[src/sst_pkg.sv]
// Behaviour
// - 32-bit counter advances once per prescaler period.
// - Zero divisor means 65536 slow cycles.
// - Divisor 0x8000 at 32.768 kHz gives 1 Hz.
// - Counter wraps from all ones to zero.
// - Increment flag set on every counter advance.
// - Alarm flag set while counter matches alarm.
// - Alarm compares plain value, not value plus one.
// - Alarm register resets to all ones.
// - Flags stay set until status is read or IRQ clear is written.
// - Status read clears both flags.
// - Flag clear lands two slow cycles later.
// - Restart reloads prescaler and zeroes counter.
// - Restart lands two slow cycles after write.
// - Interrupt is flag AND its enable, ORed.
package sst_pkg;

	// ==========================================================
	// Register map
	localparam logic [7:0]  SST_OFS_MODE      = 8'h00;
	localparam logic [7:0]  SST_OFS_ALARM     = 8'h04;
	localparam logic [7:0]  SST_OFS_VALUE     = 8'h08;
	localparam logic [7:0]  SST_OFS_STATUS    = 8'h0C;
	localparam logic [7:0]  SST_OFS_IRQ_CLEAR = 8'h10;
	localparam logic [7:0]  SST_OFS_IRQ_EN    = 8'h14;

	// ==========================================================
	// Field positions
	localparam int          SST_POS_ALARM_IEN = 16;
	localparam int          SST_POS_INC_IEN   = 17;
	localparam int          SST_POS_RESTART   = 18;
	localparam int          SST_POS_ALARM_FLG = 0;
	localparam int          SST_POS_INC_FLG   = 1;

	// ==========================================================
	// Reset values
	localparam logic [15:0] SST_RST_DIVISOR   = 16'h8000;
	localparam logic [31:0] SST_RST_ALARM     = 32'hFFFF_FFFF;
	localparam logic [31:0] SST_RST_COUNT     = 32'h0000_0000;

	// ==========================================================
	// Timing
	localparam logic [1:0]  SST_SLOW_DELAY    = 2'h2;

	typedef struct packed {
		logic        increment_irq_enable;
		logic        alarm_irq_enable;
		logic [15:0] prescale_divisor;
	} sst_mode_type;

	typedef struct packed {
		logic increment_flag;
		logic alarm_flag;
	} sst_flags_type;

endpackage : sst_pkg

[src/sst_seconds_timer.sv]
`timescale 1ns/10ps
module sst_slow_delay
	import sst_pkg::*;
#(
	parameter logic [1:0] TICKS = SST_SLOW_DELAY
)
(
	input  wire logic ref_clk,
	input  wire logic rst,
	input  wire logic start,
	input  wire logic slow_tick,
	output logic      fire
);

	// ==========================================================
	// Slow tick counter
	logic       pend_q;
	logic [1:0] cnt_q;

	// Counting synchronised slow ticks keeps the delay in the bus domain, so no second clock domain exists.
	assign fire = pend_q & slow_tick & (cnt_q == TICKS - 2'h1);

	always_ff @(posedge ref_clk)
	begin
		if (rst)
		begin
			pend_q <= 1'b0;
		end
		else if (start)
		begin
			pend_q <= 1'b1;
		end
		else if (fire)
		begin
			pend_q <= 1'b0;
		end
	end

	// A fresh start restarts the wait, so the action always follows the newest request.
	always_ff @(posedge ref_clk)
	begin
		if (rst || start || fire)
		begin
			cnt_q <= 2'h0;
		end
		else if (pend_q && slow_tick)
		begin
			cnt_q <= cnt_q + 2'h1;
		end
	end

endmodule : sst_slow_delay

module sst_seconds_timer
	import sst_pkg::*;
(
	input  wire logic        ref_clk,
	input  wire logic        rst,
	input  wire logic        slow_clk,
	input  wire logic        psel,
	input  wire logic        penable,
	input  wire logic        pwrite,
	input  wire logic [7:0]  paddr,
	input  wire logic [31:0] pwdata,
	output logic      [31:0] prdata,
	output logic             pready,
	output logic             pslverr,
	output logic             irq
);

	// ==========================================================
	// Slow clock synchroniser and edge detect
	logic        slow_s1_q;
	logic        slow_s2_q;
	logic        slow_s3_q;
	logic        slow_tick;

	always_ff @(posedge ref_clk)
	begin
		if (rst)
		begin
			slow_s1_q <= 1'b0;
			slow_s2_q <= 1'b0;
			slow_s3_q <= 1'b0;
		end
		else
		begin
			slow_s1_q <= slow_clk;
			slow_s2_q <= slow_s1_q;
			slow_s3_q <= slow_s2_q;
		end
	end

	// The first stage is read only by the second, so no metastable bit reaches the counter.
	assign slow_tick = slow_s2_q & ~slow_s3_q;

	// ==========================================================
	// Bus decode
	logic        acc_wr;
	logic        acc_rd;
	logic        setup;
	logic        mapped;

	assign setup  = psel & ~penable;
	assign acc_wr = psel & penable & pwrite;
	assign acc_rd = psel & penable & ~pwrite;
	assign mapped = (paddr == SST_OFS_MODE) | (paddr == SST_OFS_ALARM) | (paddr == SST_OFS_VALUE)
		| (paddr == SST_OFS_STATUS) | (paddr == SST_OFS_IRQ_CLEAR) | (paddr == SST_OFS_IRQ_EN);
	assign pready  = 1'b1;
	assign pslverr = psel & penable & ~mapped;

	// ==========================================================
	// Mode and alarm registers
	sst_mode_type mode_q;
	logic [31:0]  alarm_q;

	always_ff @(posedge ref_clk)
	begin
		if (rst)
		begin
			mode_q <= '{increment_irq_enable: 1'b0, alarm_irq_enable: 1'b0, prescale_divisor: SST_RST_DIVISOR};
		end
		else if (acc_wr && paddr == SST_OFS_MODE)
		begin
			mode_q.prescale_divisor     <= pwdata[15:0];
			mode_q.alarm_irq_enable     <= pwdata[SST_POS_ALARM_IEN];
			mode_q.increment_irq_enable <= pwdata[SST_POS_INC_IEN];
		end
		else if (acc_wr && paddr == SST_OFS_IRQ_EN)
		begin
			mode_q.alarm_irq_enable     <= pwdata[SST_POS_ALARM_FLG];
			mode_q.increment_irq_enable <= pwdata[SST_POS_INC_FLG];
		end
	end

	always_ff @(posedge ref_clk)
	begin
		if (rst)
		begin
			alarm_q <= SST_RST_ALARM;
		end
		else if (acc_wr && paddr == SST_OFS_ALARM)
		begin
			alarm_q <= pwdata;
		end
	end

	// ==========================================================
	// Delayed restart
	logic       restart_req;
	logic       restart_fire;

	// A second write restarts the wait, so the newest divisor is the one loaded.
	assign restart_req = acc_wr && paddr == SST_OFS_MODE && pwdata[SST_POS_RESTART];

	sst_slow_delay #(
		.TICKS (SST_SLOW_DELAY)
	) restart_dly_u (
		.ref_clk   (ref_clk),
		.rst       (rst),
		.start     (restart_req),
		.slow_tick (slow_tick),
		.fire      (restart_fire)
	);

	// ==========================================================
	// Prescaler and counter
	logic [15:0] div_q;
	logic [31:0] count_q;
	logic        advance;

	// A zero divisor minus one wraps to all ones, giving 65536 slow cycles.
	assign advance = slow_tick & ~restart_fire & (div_q == mode_q.prescale_divisor - 16'h0001);

	always_ff @(posedge ref_clk)
	begin
		if (rst)
		begin
			div_q <= 16'h0000;
		end
		else if (restart_fire || advance)
		begin
			div_q <= 16'h0000;
		end
		else if (slow_tick)
		begin
			div_q <= div_q + 16'h0001;
		end
	end

	always_ff @(posedge ref_clk)
	begin
		if (rst)
		begin
			count_q <= SST_RST_COUNT;
		end
		else if (restart_fire)
		begin
			count_q <= SST_RST_COUNT;
		end
		else if (advance)
		begin
			count_q <= count_q + 32'h0000_0001;
		end
	end

	// ==========================================================
	// Status flags with delayed clear
	sst_flags_type flags_q;
	sst_flags_type set_ev;
	sst_flags_type clr_mask_q;
	logic          clr_req;
	logic          clr_fire;
	logic          status_rd;
	logic          irq_clr_wr;

	assign status_rd  = acc_rd && paddr == SST_OFS_STATUS;
	assign irq_clr_wr = acc_wr && paddr == SST_OFS_IRQ_CLEAR;
	assign set_ev.increment_flag = advance;
	// The stored value itself is compared; a match holds the flag while the count stays there.
	assign set_ev.alarm_flag     = (count_q == alarm_q);
	assign clr_req = status_rd | irq_clr_wr;

	sst_slow_delay #(
		.TICKS (SST_SLOW_DELAY)
	) clr_dly_u (
		.ref_clk   (ref_clk),
		.rst       (rst),
		.start     (clr_req),
		.slow_tick (slow_tick),
		.fire      (clr_fire)
	);

	always_ff @(posedge ref_clk)
	begin
		if (rst)
		begin
			clr_mask_q <= '0;
		end
		else if (clr_req)
		begin
			clr_mask_q <= status_rd ? 2'h3 : (clr_mask_q | pwdata[1:0]);
		end
		else if (clr_fire)
		begin
			clr_mask_q <= '0;
		end
	end

	always_ff @(posedge ref_clk)
	begin
		if (rst)
		begin
			flags_q <= '0;
		end
		else
		begin
			// An event in the clearing cycle wins, so it is never lost.
			flags_q <= (clr_fire ? (flags_q & ~clr_mask_q) : flags_q) | set_ev;
		end
	end

	// ==========================================================
	// Interrupt and read data
	always_ff @(posedge ref_clk)
	begin
		if (rst)
		begin
			irq <= 1'b0;
		end
		else
		begin
			irq <= (flags_q.increment_flag & mode_q.increment_irq_enable)
				| (flags_q.alarm_flag & mode_q.alarm_irq_enable);
		end
	end

	always_ff @(posedge ref_clk)
	begin
		if (rst)
		begin
			prdata <= 32'h0000_0000;
		end
		else if (setup && !pwrite)
		begin
			case (paddr)
				SST_OFS_MODE:   prdata <= {14'h0000, mode_q.increment_irq_enable, mode_q.alarm_irq_enable,
					mode_q.prescale_divisor};
				SST_OFS_ALARM:  prdata <= alarm_q;
				SST_OFS_VALUE:  prdata <= count_q;
				SST_OFS_STATUS: prdata <= {30'h0000_0000, flags_q};
				SST_OFS_IRQ_EN: prdata <= {30'h0000_0000, mode_q.increment_irq_enable, mode_q.alarm_irq_enable};
				default:        prdata <= 32'h0000_0000;
			endcase
		end
	end

endmodule : sst_seconds_timer

[config.mk]
export PLATFORM = sky130hd
export DESIGN_NAME = sst_seconds_timer
export DESIGN_NICKNAME = d
export VERILOG_FILES = /design/src/sst_pkg.sv /design/src/sst_seconds_timer.sv
export SDC_FILE = /design/constraint.sdc
export NUM_CORES = 1
export LEC_CHECK = 0
export ABC_AREA = 1
export BUFFER_PORTS_ARGS = -buffer_cell sky130_fd_sc_hd__buf_2
export CORE_MARGIN = 2
export CORE_UTILIZATION = 45
export CTS_CLUSTER_SIZE = 10
export DETAILED_ROUTE_END_ITERATION = 10
export PLACE_DENSITY = 0.64
export SETUP_SLACK_MARGIN = 0.05
export SYNTH_ARGS = -nofsm -noshare
export SYNTH_HDL_FRONTEND = slang
export SYNTH_SLANG_ARGS = --single-unit
[constraint.sdc]
create_clock -name ref_clk -period 2.8 [get_ports ref_clk]
set_input_delay 0.56 -clock ref_clk [delete_from_list [all_inputs] [get_ports ref_clk]]
set_output_delay 0.56 -clock ref_clk [all_outputs]
set_load 0.01 [all_outputs]
==> impl_metrics.py <==
metrics = {
    "synthesis": {
        "synthTopCellsByArea": "dfxtp_1 (37%), nand2_1 (16%), nand3_1 (6.1%)",
        "synthMuxAreaShare": 0,
        "synth_nets": 1221,
        "syn_area_per_cell_um2": 6.74,
        "synth_top_area_share": 0.365,
        "postSynthCellCount": 1170,
        "ys_ff_latch": 144,
        "synth_fa_ha_area_frac": 0.00793,
        "ys_types": 41,
        "synth_seq_area_share": 0.365,
        "synth_top_family_by_area": "simple AND/OR/NAND/NOR gates",
        "synth-xor-area-share": 0.0844,
        "synth_largest_area_cell": "dfxtp_1",
        "yosysWarnings": 0,
        "netlist_area_um2": 7890,
        "synth_compound_area_frac": 0.123,
        "yosys.area_share.simple": 0.329,
    },
    "sta": {
        "final_max_slew_viol_count": 0,
        "min_period_ps": 2400,
        "relSlewSlack": 0.603,
        "fmax_mhz": 418,
        "timing.final.crit_share": 0.855,
        "setup-tns-final_ps": 0,
        "setup_violations": 0,
        "hold_viol": 0,
        "holdWs_ps": 331,
        "clock_skew_ps": 11.0,
        "rsz0062_at_grt": "no",
        "worst_pin_slew_ps": 596,
    },
    "die": {
        "initial_core_util": 0.458,
        "die_w_um": 136,
        "dieArea_um2": 18600,
        "core_area_um2": 17200,
        "row_count": 48,
        "die_y_um": 136,
        "boundaryPins": 81,
    },
    "setup_path": {
        "r2r_start": "mode_q[0]",
        "reg2reg_depth": 11,
        "cp_max_fo": 29,
        "worstReg2RegEnd": "count_q[0]",
        "crit_path_end_kind": "flip-flop",
        "cp.required_ps": 3150,
        "critPathArrivalTime_ps": 2750,
        "critical_path_class": "flip-flop to flip-flop",
        "ff2ff_setup_slack_ps": 400,
        "worst_setup_path_start_kind": "flip-flop",
    },
    "clock_tree": {
        "cts_tree": "yes",
        "clk_pin_slew_ps": 60,
        "htree_levels": 4,
        "cts-buffers-inserted": 17,
        "cts_max_path_buffers": 2,
        "clk_latency_ps": 430,
        "cts.sinks": 144,
        "cts-root-buf": "clkbuf_16",
    },
    "finish": {
        "drive_gt1_frac": 0.122,
        "final_cells": 1467,
        "n_antenna_cell": 0,
        "nNetsFinal": 1280,
        "n_fill_cell": 1750,
        "syn_to_final_growth_pct": 14.0,
        "design_area_um2": 8990,
    },
    "hold_path": {
        "whs_path_depth": 3,
        "hold_start": "slow_clk",
        "hp-class": "input pin to flip-flop",
        "holdPathEnd": "slow_s1_q",
    },
    "power_and_ir_drop": {
        "design_power_total_uw": 4390,
        "power_density_nw_per_um2": 488,
        "p_leak_uw": 0.00376,
        "vdd_drop_max_mv": 0.438,
    },
    "routing": {
        "drt_wl_total_um": 23900,
        "drc": 0,
        "wl_per_cell_um": 16.3,
        "ant_nets": 0,
        "via_per_inst": 5.28,
        "num_vias": 7743,
        "first_pass_iters": 6,
        "drtIter0Drc": 612,
    },
    "outcome": {
        "status": "complete, no violations",
    },
    "global_route": {
        "grt_overflow": 0,
        "antenna_found_initial": 0,
        "track_usage": 0.266,
        "grt_max_degree": 54,
        "grt_pass1_vias": 7173,
        "grt_pass1_wl_um": 38000,
    },
    "placed_design": {
        "dp_hpwl_um": 17700,
        "placedCellCount": 1435,
        "io_buffers": 79,
        "gp_congestion": 0.922,
        "place_area_um2": 8430,
    },
    "flow_run": {
        "drv_cap": 0,
    },
}
-- power breakdown --
| part | internal, µW | switching (µW) | leakage (µW) |
|---|---|---|---|
| sequential | 2050 | 3.60 | 0.00116 |
| clock | 1200 | 976 | 0.000261 |
| combinational | 46.9 | 113 | 0.00233 |
| total | 3300 | 1090 | 0.00376 |
-- timing repair --
item / in CTS / in global routing
resized for setup: 0 / 1
setup buffers: 0 / 0
setup endpoints to repair: 0 / 2
hold buffers: 0 / 0
-- layout make-up --
| cell class | instances | area, µm² | share of cell area |
|---|---|---|---|
| Multi-Input combinational cell | 852 | 4300 | 0.478 |
| Clock inverter | 12 | 100 | 0.0111 |
| Inverter | 120 | 450 | 0.0501 |
| Timing Repair Buffer | 94 | 520 | 0.0579 |
| Clock buffer | 20 | 457 | 0.0508 |
| Tap cell | 225 | 282 | 0.0313 |
| Sequential cell | 144 | 2880 | 0.320 |
-- through the flow --
stage               worst slack, ps  utilization
floorplan                       751            -
global placement                372        0.489
detailed placement              342        0.489
CTS                             343        0.522
global route                    131        0.522
finish                          405        0.522
-- kinds of logic (layout without fill, tap and decap cells) --
group,after synthesis,after routing
compound gates,169,169
flops,144,144
xor+xnor,76,76
other cells,1,1
fa+ha+maj,5,5
buf+inv,174,246
simple gates,601,601
-- cells in the mapped netlist (all sizes together) --
cell and n:
buf 22, o31ai 1, dfxtp 144, or2 4, nor3 31, conb 1, nand3b 4, a32o 4
nor4b 1, xor2 39, inv 118, o211ai 18, nor3b 3, o221ai 6, a31oi 3, o21ai 34
o2111ai 3, nand2 340, nor4 3, a21oi 86, ha 5, nor2 102, o22ai 13, nand4 17
clkinv 2, clkbuf 32, a22o 1, nand3 96, xnor2 37
-- critical path, cell delays in order (launching register included) --
cell,delay [ps]
dfxtp_1,390
inv_1,100
ha_1,270
or2_2,300
nand3_1,70
nand2_1,80
nor3_1,230
nand3_1,210
nor2_2,200
buf_12,200
nand3_1,80
a21oi_1,170
-- cell usage in the layout (no fill, tap or decap), types with 17 or more instances in the layout --
cell type / synthesis / final
a21oi_1: 86 / 86
clkbuf_16: 0 / 17
xnor2_1: 37 / 37
nor2_1: 91 / 90
o21ai_0: 34 / 34
nand3_1: 96 / 96
nand2_1: 335 / 335
o211ai_1: 18 / 18
dfxtp_1: 144 / 144
nor3_1: 29 / 29
nand4_1: 17 / 17
buf_2: 10 / 79
inv_1: 112 / 112
xor2_1: 39 / 39
-- metal layers --
metal / GRT usage / wire (µm) / vias to the layer above
met5: 0 / 0 / -
li1: - / - / 3910
met2: 0.410 / 10600 / 231
met4: 0.0712 / 332 / 0
met1: 0.381 / 11600 / 3577
met3: 0.0455 / 1300 / 25
-- sequential cells by signal, summed over array words and instances (netlist names), 2 cells and up --
| signal | count |
|---|---|
| prdata | 32 |
| alarm_q | 32 |
| restart_dly_u.cnt_q | 2 |
| clr_dly_u.cnt_q | 2 |
| clr_mask_q | 2 |
| mode_q | 18 |
| count_q | 32 |
| div_q | 16 |
| flags_q | 2 |
-- worst max path at each step --
| stage | from | cells after the start | slack, ps | end |
|---|---|---|---|---|
| 6_report | mode_q[0] | 11 | 400 | count_q[0] |
| 5_1_grt | mode_q[0] | 14 | 130 | count_q[2] |
| 4_1_cts | mode_q[0] | 14 | 340 | count_q[2] |
| 3_5_place_dp | paddr[1] | 10 | 340 | prdata[13] |
| 3_3_place_gp | paddr[1] | 10 | 370 | prdata[13] |
| 2_1_floorplan | mode_q[0] | 13 | 750 | count_q[22] |
Power figures use the tool's default switching activity.
